## config.mk

```make
export PLATFORM = sky130hd
export DESIGN_NAME = bpc_ctrl_regs
export DESIGN_NICKNAME = d
export VERILOG_FILES = /design/src/hw/bpc_pkg.sv /design/src/hw/bpc_mailbox.sv /design/src/hw/bpc_ctrl_regs.sv
export SDC_FILE = /design/constraint.sdc
export NUM_CORES = 1
export LEC_CHECK = 0
export BUFFER_PORTS_ARGS = -buffer_cell sky130_fd_sc_hd__buf_2
export CORE_ASPECT_RATIO = 1.1
export CORE_MARGIN = 1
export CORE_UTILIZATION = 55
export CTS_CLUSTER_DIAMETER = 50
export DETAILED_ROUTE_END_ITERATION = 6
export PLACE_DENSITY = 0.79
export SYNTH_ARGS = -nofsm -noshare
export SYNTH_HDL_FRONTEND = slang
export SYNTH_SLANG_ARGS = --single-unit
export TNS_END_PERCENT = 20
```

## constraint.sdc

```tcl
create_clock -name i_clk_sys -period 3.8 [get_ports i_clk_sys]
set_clock_uncertainty 0.1 [all_clocks]
set_input_delay 0.19 -clock i_clk_sys [delete_from_list [all_inputs] [get_ports i_clk_sys]]
set_output_delay 0.19 -clock i_clk_sys [all_outputs]
set_load 0.02 [all_outputs]
```

## src/hw/bpc_pkg.sv

```systemverilog
// Contract
// - Any inbox write forces pending bit 15 high
// - Inbox read returns old flag, then clears
// - Outbox written by bitstream side, bit15 forced
// - Media read of outbox returns, clears flag
// - Control bits 3,4 drive signal pins directly
// - Host snoop aliases never touch pending flags
// - Program counter resets to zero, software loadable
// - Exception pc holds faulting instruction address
// - Halt/reset powers up zero (code reads 0x0006: halt, ack set); zero write halts+resets
// - Bit 0 low holds processor in reset
// - Bit 1 halt/go: zero runs, one halts
// - Bit 2 acknowledges halt after pipeline drains
// - Halt copies pc to exception pc, nullifies
// - Halt waits for stalls; may never acknowledge
// - Cause bits 0-7 flag latest exception kind
// - Odd halfword load/store, break raise exceptions
// - Bad opcode, out-of-memory fetch raise exceptions
// - Bitstream error branches to 0x00c0, keeps running
// - Odd write-buffer address raises exception
// - Fifo empty bit0 resets one; full at 16
// - Fifo control bit2 holds fifo pointers reset
package bpc_pkg;
	// Register selects on the common bus; the two snoop selects alias the inbox and outbox
	localparam logic [3:0] BPC_SEL_INBOX = 4'h0;
	localparam logic [3:0] BPC_SEL_OUTBOX = 4'h1;
	localparam logic [3:0] BPC_SEL_INBOX_SNOOP = 4'h2;
	localparam logic [3:0] BPC_SEL_OUTBOX_SNOOP = 4'h3;
	localparam logic [3:0] BPC_SEL_PC = 4'h4;
	localparam logic [3:0] BPC_SEL_EPC = 4'h5;
	localparam logic [3:0] BPC_SEL_HALT_RESET = 4'h6;
	localparam logic [3:0] BPC_SEL_CAUSE = 4'h7;
	localparam logic [3:0] BPC_SEL_FIFO_CS = 4'h8;
	localparam logic [3:0] BPC_SEL_AVALID = 4'h9;
	// Field positions
	localparam int BPC_PEND_BIT = 15;
	localparam int BPC_HR_RUN = 0;
	localparam int BPC_HR_HALT = 1;
	localparam int BPC_HR_ACK = 2;
	localparam int BPC_FIFO_EMPTY = 0;
	localparam int BPC_FIFO_FULL = 1;
	localparam int BPC_FIFO_RST = 2;
	localparam int BPC_FIFO_MSIG = 3;
	localparam int BPC_FIFO_BSIG = 4;
	localparam int BPC_CAUSE_ADEL = 0;
	localparam int BPC_CAUSE_ADES = 1;
	localparam int BPC_CAUSE_BREAK = 2;
	localparam int BPC_CAUSE_WATCH = 3;
	localparam int BPC_CAUSE_RSVD = 4;
	localparam int BPC_CAUSE_IADDR = 5;
	localparam int BPC_CAUSE_BSERR = 6;
	localparam int BPC_CAUSE_WBADDR = 7;
	// Reset values and bitstream error vector
	localparam logic [15:0] BPC_MBOX_RST = 16'h0000;
	localparam logic [15:0] BPC_PC_RST = 16'h0000;
	localparam logic [15:0] BPC_AVALID_RST = 16'h0000;
	localparam logic [1:0] BPC_SIG_RST = 2'h0;
	localparam logic [15:0] BPC_ERR_VECTOR = 16'h00c0;
	// Fifo depth
	localparam int BPC_FIFO_DEPTH = 16;
	localparam logic [4:0] BPC_FIFO_FULL_CNT = 5'h10;
	// Requesters on the common bus
	typedef enum logic [1:0] {
		BPC_SRC_MEDIA,
		BPC_SRC_BITSTREAM,
		BPC_SRC_HOST
	} bpc_src_t;
	// Halt sequencer states
	typedef enum logic [1:0] {
		BPC_ST_HALTED,
		BPC_ST_RUN,
		BPC_ST_DRAIN
	} bpc_state_t;
endpackage : bpc_pkg

```

## src/hw/bpc_mailbox.sv

```systemverilog
module bpc_mailbox
	import bpc_pkg::*;
(
	// Clock and reset
	input wire logic i_clk_sys,
	input wire logic i_rst_b,
	// Access strobes
	input wire logic i_wr,
	input wire logic i_rd_clear,
	input wire logic [14:0] i_wdata,
	// Contents
	output logic [15:0] o_value
);
	logic [14:0] message_reg;
	logic pending_reg;

	always_ff @(posedge i_clk_sys) begin
		if (!i_rst_b) begin
			message_reg <= BPC_MBOX_RST[14:0];
		end else if (i_wr) begin
			message_reg <= i_wdata;
		end
	end

	// A write in the same cycle as a clearing read wins
	always_ff @(posedge i_clk_sys) begin
		if (!i_rst_b) begin
			pending_reg <= BPC_MBOX_RST[BPC_PEND_BIT];
		end else if (i_wr) begin
			pending_reg <= 1'b1;
		end else if (i_rd_clear) begin
			pending_reg <= 1'b0;
		end
	end

	assign o_value = {pending_reg, message_reg};
endmodule : bpc_mailbox

```

## src/hw/bpc_ctrl_regs.sv

```systemverilog
module bpc_ctrl_regs
	import bpc_pkg::*;
(
	// Clock and reset
	input wire logic i_clk_sys,
	input wire logic i_rst_b,
	// Common register bus
	input wire logic i_reg_wr,
	input wire logic i_reg_rd,
	input wire logic [3:0] i_reg_sel,
	input wire bpc_src_t i_reg_src,
	input wire logic [15:0] i_reg_wdata,
	output logic [15:0] o_reg_rdata,
	// Processor core status
	input wire logic [15:0] i_core_pc,
	input wire logic i_core_busy,
	input wire logic i_exc_adel,
	input wire logic i_exc_ades,
	input wire logic i_exc_break,
	input wire logic i_exc_rsvd,
	input wire logic i_exc_iaddr,
	input wire logic i_exc_bserr,
	input wire logic i_exc_wbaddr,
	input wire logic [15:0] i_exc_pc,
	// Input fifo occupancy
	input wire logic [4:0] i_fifo_count,
	// Processor control
	output logic o_core_reset_b,
	output logic o_core_run,
	output logic o_core_nullify,
	output logic o_pc_load,
	output logic [15:0] o_pc_value,
	output logic o_fifo_ptr_reset,
	output logic [5:0] o_avalid_ptr,
	// Chip signal pins
	output logic o_media_side_signal_bit,
	output logic o_bitstream_side_signal_bit
);
	bpc_state_t state_reg;
	logic [15:0] pc_reg;
	logic pc_load_reg;
	logic [15:0] epc_reg;
	logic [7:0] cause_reg;
	logic run_enable_reg;
	logic fifo_rst_reg;
	logic [1:0] sig_reg;
	logic [15:0] avalid_reg;
	logic [15:0] inbox_value;
	logic [15:0] outbox_value;
	logic inbox_wr;
	logic outbox_wr;
	logic inbox_rd_clear;
	logic outbox_rd_clear;
	logic hr_wr;
	logic halt_req;
	logic go_req;
	logic [7:0] exc_vec;
	logic fifo_empty;
	logic fifo_full;

	function automatic logic sel_hit(input logic [3:0] sel, input logic [3:0] reg_id);
		sel_hit = (sel == reg_id);
	endfunction : sel_hit

	// Mailbox strobes; media side only reads the outbox, its writes drop
	assign inbox_wr = i_reg_wr && sel_hit(i_reg_sel, BPC_SEL_INBOX);
	assign outbox_wr = i_reg_wr && sel_hit(i_reg_sel, BPC_SEL_OUTBOX)
		&& (i_reg_src != BPC_SRC_MEDIA);
	// Snoop selects never raise a clear strobe
	assign inbox_rd_clear = i_reg_rd && sel_hit(i_reg_sel, BPC_SEL_INBOX);
	// Media and host reads consume outbox mail; bitstream reads just peek
	assign outbox_rd_clear = i_reg_rd && sel_hit(i_reg_sel, BPC_SEL_OUTBOX)
		&& (i_reg_src != BPC_SRC_BITSTREAM);

	bpc_mailbox u_inbox (
		.i_clk_sys(i_clk_sys),
		.i_rst_b(i_rst_b),
		.i_wr(inbox_wr),
		.i_rd_clear(inbox_rd_clear),
		.i_wdata(i_reg_wdata[14:0]),
		.o_value(inbox_value)
	);

	bpc_mailbox u_outbox (
		.i_clk_sys(i_clk_sys),
		.i_rst_b(i_rst_b),
		.i_wr(outbox_wr),
		.i_rd_clear(outbox_rd_clear),
		.i_wdata(i_reg_wdata[14:0]),
		.o_value(outbox_value)
	);

	// Halt/reset register writes
	assign hr_wr = i_reg_wr && sel_hit(i_reg_sel, BPC_SEL_HALT_RESET);
	assign halt_req = hr_wr && i_reg_wdata[BPC_HR_HALT];
	assign go_req = hr_wr && !i_reg_wdata[BPC_HR_HALT];

	always_ff @(posedge i_clk_sys) begin
		if (!i_rst_b) begin
			run_enable_reg <= 1'b0;
		end else if (hr_wr) begin
			run_enable_reg <= i_reg_wdata[BPC_HR_RUN];
		end
	end

	// Halt sequencer: halting drains in-flight work before acknowledge
	always_ff @(posedge i_clk_sys) begin
		if (!i_rst_b) begin
			state_reg <= BPC_ST_HALTED;
		end else begin
			case (state_reg)
				BPC_ST_HALTED: begin
					if (go_req && i_reg_wdata[BPC_HR_RUN]) begin
						state_reg <= BPC_ST_RUN;
					end
				end
				BPC_ST_RUN: begin
					if (hr_wr && !i_reg_wdata[BPC_HR_RUN]) begin
						state_reg <= BPC_ST_HALTED;
					end else if (halt_req) begin
						state_reg <= BPC_ST_DRAIN;
					end
				end
				BPC_ST_DRAIN: begin
					// Stalls keep busy high, so this may wait forever
					if (hr_wr && !i_reg_wdata[BPC_HR_RUN]) begin
						state_reg <= BPC_ST_HALTED;
					end else if (!i_core_busy) begin
						state_reg <= BPC_ST_HALTED;
					end
				end
				default: begin
					state_reg <= BPC_ST_HALTED;
				end
			endcase
		end
	end

	// Program counter; load request pulses to the core
	always_ff @(posedge i_clk_sys) begin
		if (!i_rst_b) begin
			pc_reg <= BPC_PC_RST;
			pc_load_reg <= 1'b0;
		end else if (i_reg_wr && sel_hit(i_reg_sel, BPC_SEL_PC)) begin
			pc_reg <= i_reg_wdata;
			pc_load_reg <= 1'b1;
		end else if (i_exc_bserr) begin
			pc_reg <= BPC_ERR_VECTOR;
			pc_load_reg <= 1'b1;
		end else begin
			pc_reg <= i_core_pc;
			pc_load_reg <= 1'b0;
		end
	end

	assign exc_vec = {i_exc_wbaddr, i_exc_bserr, i_exc_iaddr, i_exc_rsvd,
		1'b0, i_exc_break, i_exc_ades, i_exc_adel};

	// Exception pc; left unreset on purpose, value undefined at power up
	always_ff @(posedge i_clk_sys) begin
		if (state_reg == BPC_ST_RUN && halt_req) begin
			epc_reg <= i_core_pc;
		end else if (|exc_vec) begin
			epc_reg <= i_exc_pc;
		end
	end

	// Latest exception only; watchpoint bit stays zero
	always_ff @(posedge i_clk_sys) begin
		if (!i_rst_b) begin
			cause_reg <= 8'h00;
		end else if (|exc_vec) begin
			cause_reg <= exc_vec;
		end
	end

	// Fifo control and signal pins
	always_ff @(posedge i_clk_sys) begin
		if (!i_rst_b) begin
			fifo_rst_reg <= 1'b0;
			sig_reg <= BPC_SIG_RST;
		end else if (i_reg_wr && sel_hit(i_reg_sel, BPC_SEL_FIFO_CS)) begin
			fifo_rst_reg <= i_reg_wdata[BPC_FIFO_RST];
			sig_reg <= {i_reg_wdata[BPC_FIFO_BSIG], i_reg_wdata[BPC_FIFO_MSIG]};
		end
	end

	always_ff @(posedge i_clk_sys) begin
		if (!i_rst_b) begin
			avalid_reg <= BPC_AVALID_RST;
		end else if (i_reg_wr && sel_hit(i_reg_sel, BPC_SEL_AVALID)) begin
			avalid_reg <= i_reg_wdata;
		end
	end

	// Flags forced while held in reset, so empty reads one from reset
	assign fifo_empty = fifo_rst_reg || !i_rst_b || (i_fifo_count == 5'h00);
	assign fifo_full = !fifo_rst_reg && i_rst_b && (i_fifo_count == BPC_FIFO_FULL_CNT);

	// Read mux; unmapped selects read zero
	always_comb begin
		o_reg_rdata = 16'h0000;
		if (sel_hit(i_reg_sel, BPC_SEL_INBOX)) begin
			o_reg_rdata = inbox_value;
		end else if (sel_hit(i_reg_sel, BPC_SEL_OUTBOX)) begin
			o_reg_rdata = outbox_value;
		end else if (sel_hit(i_reg_sel, BPC_SEL_INBOX_SNOOP)) begin
			if (i_reg_src != BPC_SRC_MEDIA) begin
				o_reg_rdata = inbox_value;
			end
		end else if (sel_hit(i_reg_sel, BPC_SEL_OUTBOX_SNOOP)) begin
			if (i_reg_src != BPC_SRC_MEDIA) begin
				o_reg_rdata = outbox_value;
			end
		end else if (sel_hit(i_reg_sel, BPC_SEL_PC)) begin
			o_reg_rdata = pc_reg;
		end else if (sel_hit(i_reg_sel, BPC_SEL_EPC)) begin
			o_reg_rdata = epc_reg;
		end else if (sel_hit(i_reg_sel, BPC_SEL_HALT_RESET)) begin
			o_reg_rdata[BPC_HR_RUN] = run_enable_reg;
			o_reg_rdata[BPC_HR_HALT] = (state_reg != BPC_ST_RUN);
			o_reg_rdata[BPC_HR_ACK] = (state_reg == BPC_ST_HALTED);
		end else if (sel_hit(i_reg_sel, BPC_SEL_CAUSE)) begin
			o_reg_rdata[7:0] = cause_reg;
		end else if (sel_hit(i_reg_sel, BPC_SEL_FIFO_CS)) begin
			o_reg_rdata[BPC_FIFO_EMPTY] = fifo_empty;
			o_reg_rdata[BPC_FIFO_FULL] = fifo_full;
			o_reg_rdata[BPC_FIFO_RST] = fifo_rst_reg;
			o_reg_rdata[BPC_FIFO_MSIG] = sig_reg[0];
			o_reg_rdata[BPC_FIFO_BSIG] = sig_reg[1];
		end else if (sel_hit(i_reg_sel, BPC_SEL_AVALID)) begin
			o_reg_rdata = avalid_reg;
		end
	end

	assign o_core_reset_b = run_enable_reg;
	assign o_core_run = (state_reg == BPC_ST_RUN) && run_enable_reg;
	assign o_core_nullify = (state_reg == BPC_ST_DRAIN);
	assign o_pc_load = pc_load_reg;
	assign o_pc_value = pc_reg;
	assign o_fifo_ptr_reset = fifo_rst_reg;
	assign o_avalid_ptr = avalid_reg[5:0];
	assign o_media_side_signal_bit = sig_reg[0];
	assign o_bitstream_side_signal_bit = sig_reg[1];
endmodule : bpc_ctrl_regs

```

## Yosys cells after proc, flatten, opt, wreduce, memory -nomap -nowiden

Index checks and enable logic that the tools add are counted.
W data, S select, Z words.

- Output and inout bits: 45
- Bits in registers: 94
- Input bits: 71

- Mux-type cells: 31
- Equality and inequality tests: 17
- Reductions and logical operators: 33

Operator list:

| cell | number |
|---|---|
| $mux W16 | 13 |
| $logic_and A1 B1 Y1 | 18 |
| $eq A4 B3 Y1 const B | 4 |
| $mux W8 | 2 |
| $mux W13 | 1 |
| $mux W11 | 1 |
| $mux W2 | 5 |
| $eq A4 B2 Y1 const B | 2 |
| $eq A4 B4 Y1 const B | 2 |
| $reduce_bool A2 Y1 | 4 |
| $reduce_or A7 Y1 | 1 |
| $mux W1 | 6 |
| $pmux W2 S3 | 1 |
| $eq A5 B5 Y1 const B | 1 |
| $logic_not A5 Y1 | 1 |
| $mux W5 | 1 |
| $eq A4 B1 Y1 const B | 1 |
| $logic_not A1 Y1 | 4 |
| $logic_not A4 Y1 | 1 |
| $ne A2 B1 Y1 const B | 2 |
| $mux W3 | 1 |
| $ne A3 B2 Y1 const B | 1 |
| $ne A3 B3 Y1 const B | 1 |
| $reduce_and A3 Y1 | 1 |
| 5 further kinds | 6 |

## Logic depth before layout (Yosys ltp)

- Depth in word-level cells: 12
- Depth in mapped cells: 7
- Gate-level depth less buffers: 4

## Modules after synthesis

A second synthesis with hierarchy kept.

- Cells, all modules: 529
- Area, all modules: 4,998.5 um^2

By module, submodules not included:

| module | cells each | seq. area each (um^2) | area each (um^2) | times used |
|---|---|---|---|---|
| bpc_ctrl_regs | 425 | 1,401.3 | 3,757.4 | 1 |
| bpc_mailbox | 52 | 320.3 | 620.6 | 2 |

## Least setup slack after synthesis

No wires, ideal clock.

- Path kind: input port to flip-flop
- Start: input port i_reg_sel[3]
- End: register epc_reg[0] (enable)
- Stages on the path: 7
- Data arrival time: 1.545 ns
- Setup slack: 1.783 ns
- Library setup time: 0.372 ns
- Path buffers: 3
- Cell sequence: buf_4 > and2b_4 > and3_1 > buf_4 > nand3_4 > buf_6 > nand2_1

- Longest elaborated chain between the ends: 5

Ends and longest elaborated chain:

| what | line | text |
|---|---|---|
| start: declaration | bpc_ctrl_regs.sv:10 | `input wire logic [3:0] i_reg_sel,` |
| $eq A4 B3 Y1 | bpc_ctrl_regs.sv:62 | `sel_hit = (sel == reg_id);` |
| $logic_and A1 B1 Y1 | bpc_ctrl_regs.sv:94 | `assign hr_wr = i_reg_wr && sel_hit(i_reg_sel, BPC_SEL_HALT_RESET);` |
| $logic_and A1 B1 Y1 | bpc_ctrl_regs.sv:95 | `assign halt_req = hr_wr && i_reg_wdata[BPC_HR_HALT];` |
| $logic_and A1 B1 Y1 | bpc_ctrl_regs.sv:161 | `if (state_reg == BPC_ST_RUN && halt_req) begin` |
| $reduce_bool A2 Y1 (no line) | n/a |  |
| end signal: assignment | bpc_ctrl_regs.sv:162 | `epc_reg <= i_core_pc;` |
| end signal: assignment | bpc_ctrl_regs.sv:164 | `epc_reg <= i_exc_pc;` |
| end: declaration | bpc_ctrl_regs.sv:42 | `logic [15:0] epc_reg;` |

No other way between the ends.
A chain may end at the register's enable or synchronous reset.

## Worst setup path in the final report

- Start: input port i_reg_src[0]
- End: output port o_reg_rdata[1]

- Longest elaborated chain between the ends: 6
- Elaborated cells on any way between the ends: 7
- Classes of those cells: 6 x mux; 1 x reduce/logical

Ends and longest elaborated chain:

| what | line | text |
|---|---|---|
| start: declaration | bpc_ctrl_regs.sv:11 | `input wire bpc_src_t i_reg_src,` |
| $reduce_bool A2 Y1 (*) | bpc_ctrl_regs.sv:208, bpc_ctrl_regs.sv:212 |  |
| $mux W16 | bpc_ctrl_regs.sv:212 | `if (i_reg_src != BPC_SRC_MEDIA) begin` |
| $mux W16 | bpc_ctrl_regs.sv:211 | `end else if (sel_hit(i_reg_sel, BPC_SEL_OUTBOX_SNOOP)) begin` |
| $mux W16 (*) | bpc_ctrl_regs.sv:207 | `end else if (sel_hit(i_reg_sel, BPC_SEL_INBOX_SNOOP)) begin` |
| $mux W16 (*) | bpc_ctrl_regs.sv:205 | `end else if (sel_hit(i_reg_sel, BPC_SEL_OUTBOX)) begin` |
| $mux W16 (*) | bpc_ctrl_regs.sv:203 | `if (sel_hit(i_reg_sel, BPC_SEL_INBOX)) begin` |
| end: declaration | bpc_ctrl_regs.sv:13 | `output logic [15:0] o_reg_rdata,` |

Every way passes the cells marked *; elsewhere a longest branch is shown, timed or not.

==> flow_summary_export.csv <==
group,metric,value,unit
min_path,hold_end,"o_pc_value[13]$_SDFF_PN0_",
pwr,p_int,1.53,mW
finish,drive_gt1_frac,0.248,
floorplan,rows,36,
placed_design,port_buffers,115,
routing,viasPerCell,6.13,
routing,ant_nets,0,
worst_setup_path,worstPathMaxFanout,12,
floorplan,design.die.area,9460,sq um
sta,relSlewSlack,0.301,
synthesis,ys_seq_area_frac,0.409,
global_route,grt_antenna_before_repair,0,
global_route,grt_max_degree,38,
worst_setup_path,end_kind,"output port",
min_path,min_from,"i_core_pc[13]",
finish,nets,723,
routing,dr.pass1.iters,6,
min_path,holdPathStages,3,
synthesis,postSynth.asyncResetShare,0,
clock_tree,cts_tree,"built",
floorplan,ios,116,
clock_tree,clk_pin_slew,0.10,ns
synthesis,synth_edf_count,16,
clock_tree,numCtsBuffers,9,
worst_setup_path,path_cells,"dlygate4sd3_1, buf_2, or2_2, o21ai_2, nor2_1, or3_1, buf_2",
placed_design,dp_hpwl,10400,um
clock_tree,clock_tree.buffer_depth,2,
clock_tree,cts_resized,0,
pwr,netSwitchingFraction,0.268,
finish,stdcell_area,5840,sq um
finish,antenna_cells,0,
synthesis,yosys.cell_types.count,63,
pwr,p_switching,0.561,mW
worst_setup_path,cp.required,3.51,ns
sta,hold_viol,0,
worst_setup_path,crit_top_cell,"buf_2",
pwr,peakVddDrop,229,uV
sta,setup_viol,0,
synthesis,ys.flop_type,"dfxtp_1",
global_route,grt_pass1_wl,23100,um
clock_tree,clkLatencyLatePin,0.36,ns
sta,slew_violations,0,
status,run_status,"finished clean",
synthesis,netlist_area,4990,sq um
pwr,power_leakage,2.44,nW
worst_setup_path,path_class,"in -> out",
clock_tree,cts_hold_buf,13,
synthesis,ys_warn_count,0,
floorplan,die_h,102,um
worst_setup_path,reg2reg_depth,3,
synthesis,postSynthCellCount,555,
clock_tree,cts_sinks,94,
worst_setup_path,cp_slowest_cell,"dlygate4sd3_1",
floorplan,start_util,0.565,
finish,syn2layout_area_growth,16.9,%
placed_design,gp_congestion,0.940,
clock_tree,h-tree-depth,3,
synthesis,syn_nets,626,
worst_setup_path,r2r_slack,1.66,ns
pwr,power_density,359,nW/um^2
routing,drc,0,
worst_setup_path,max_stage_delay,0.53,ns
floorplan,core_region_area,8830,sq um
worst_setup_path,timing.rr.start,"state_reg[0]$_SDFFE_PN0P_",
synthesis,postSynthAreaPerCell,9.00,sq um
pwr,clockPowerShare,0.354,
sta,fin_setup_tns,0,ns
synthesis,ys_ff_latch,94,
sta,period_needed,2.60,ns
sta,max_slew.worst_pin.slew,1.05,ns
sta,setup_ws,1.20,ns
sta,min_period_over_period,0.685,
placed_design,place_ws,1.05,ns
routing,drt_iter0_drc,498,
flow_run,timing.max_cap.violations,0,
clock_tree,cts_root_buf,"clkbuf_8",
routing,wl_per_cell,19.0,um
sta,fmax,384,MHz
placed_design,placed_area,5490,sq um
worst_setup_path,crit_arrival,2.31,ns
global_route,grt.overflow.total,0,
pwr,pwr-share-comb,0.139,
finish,nFillCells,754,
global_route,grt_usage,0.318,
worst_setup_path,cp-start-kind,"input port",
global_route,grt_pass1_vias,4424,
routing,vias,4725,
floorplan,die-width,92.8,um
min_path,hold_path_class,"in -> reg",
sta,rsz0062_at_grt,"no",
clock_tree,post-cts-setup-buffer-count,0,
routing,drt_wl_total,14700,um
pwr,seqPwrFrac,0.506,
worst_setup_path,reg2reg_to,"epc_reg[3]$_DFFE_PP_",
-- metal layers --
metal	up-vias	global-route usage	share of wire
met4	0	0.114	0.024
li1	2196	-	-
met3	32	0.0365	0.083
met2	265	0.502	0.46
met1	2232	0.454	0.43
met5	-	0	0
-- worst max-delay path by stage --
stage            startpoint               endpoint  slack [ns]  depth (start not counted)
2_1_floorplan  i_reg_sel[3]   epc_reg[0]$_DFFE_PP_        1.78                          7
3_3_place_gp   i_reg_sel[2]  epc_reg[13]$_DFFE_PP_        1.14                          5
3_5_place_dp   i_reg_sel[2]   epc_reg[9]$_DFFE_PP_        1.05                          5
4_1_cts        i_reg_src[0]         o_reg_rdata[1]        1.24                          7
5_1_grt        i_reg_sel[0]         o_reg_rdata[0]        1.09                          7
6_report       i_reg_src[0]         o_reg_rdata[1]        1.20                          7
-- synth_stat cells (9+ instances only) --
cell type,instances,area [sq um]
nand4_1,11,68.8
a221o_1,9,90.1
edfxtp_1,16,480
nand2b_1,10,62.6
a21oi_1,61,305
nand3b_1,18,135
a21boi_0,11,82.6
mux2_4,9,135
buf_4,15,113
buf_2,10,50.1
mux2i_1,29,290
inv_1,9,33.8
clkbuf_1,19,71.3
nor2_1,14,52.6
nand2_1,93,349
dfxtp_1,78,1560
nor2b_1,27,169
-- critical path: cells and delay by family --
family | cells | cell delay (ns)
and+or+nand+nor | 3 | 0.87
buffers and inverters | 3 | 0.82
AOI/OAI and AO/OA | 1 | 0.43
-- kinds of logic after synthesis --
group                     count (synthesis)  share of synthesized area
muxes                                    45                      0.101
xor gates and xnor gates                  1                    0.00175
and+or+nand+nor                         212                      0.235
buffers and inverters                    59                     0.0614
AOI/OAI and AO/OA                       144                      0.192
DFF                                      94                      0.409
-- metrics by stage --
step | cells | utilization | total power [mW] | hold slack [ns]
after detailed placement | 742 | 0.621 | 1.36 | 0.317
final | 771 | 0.661 | 2.10 | 0.00573
after floorplan | 555 | - | 1.25 | 0.207
after global routing | 771 | 0.661 | 2.16 | 0.0174
after global placement | 742 | 0.621 | 1.35 | 0.311
after CTS | 771 | 0.661 | 2.09 | 0.000453
-- power groups by stage --
| stage | Combinational (mW) | Sequential (mW) | Clock, mW |
|---|---|---|---|
| 2_1_floorplan | 0.163 | 1.09 | 0 |
| 3_3_place_gp | 0.272 | 1.08 | 0 |
| 3_5_place_dp | 0.276 | 1.08 | 0 |
| 4_1_cts | 0.287 | 1.06 | 0.746 |
| 5_1_grt | 0.315 | 1.06 | 0.778 |
| 6_report | 0.292 | 1.06 | 0.743 |
-- final cells by class --
class	count	area [sq um]	share of cell area
Tap cell	114	143	0.0244
Clock inverter	7	96.3	0.0165
Clock buffer	9	124	0.0212
Sequential cell	94	2040	0.350
Inverter	12	45.0	0.00772
Timing Repair Buffer	133	743	0.127
Multi-Input combinational cell	402	2640	0.453
-- cell usage in the layout (no fill, tap or decap), types with 2 or more instances in the layout --
cell type and instances:
o32ai_1 4, or4_1 2, nor2b_1 27, o22ai_1 8, a21oi_1 61, a31oi_1 6
o32a_1 3, bufinv_16 2, mux2_4 9, a21boi_0 11, nand2_1 93, and3_1 4
a32o_1 4, nor4_1 2, buf_2 115, or3_1 2, nand3_1 8, mux2_2 7
o21ai_0 6, mux2i_1 29, nand4_1 11, nor4_4 2, a22o_1 2, clkinv_1 4
o21a_1 5, dlygate4sd3_1 13, nand2b_1 10, clkbuf_8 9, a211oi_1 7, a221o_1 9
edfxtp_1 16, a21boi_1 6, dfxtp_1 78, nand3b_1 18, inv_1 9, nor2_1 14
buf_4 5, nor4b_4 2, and2_1 3, nor3_1 4
Power figures use the tool's default switching activity.
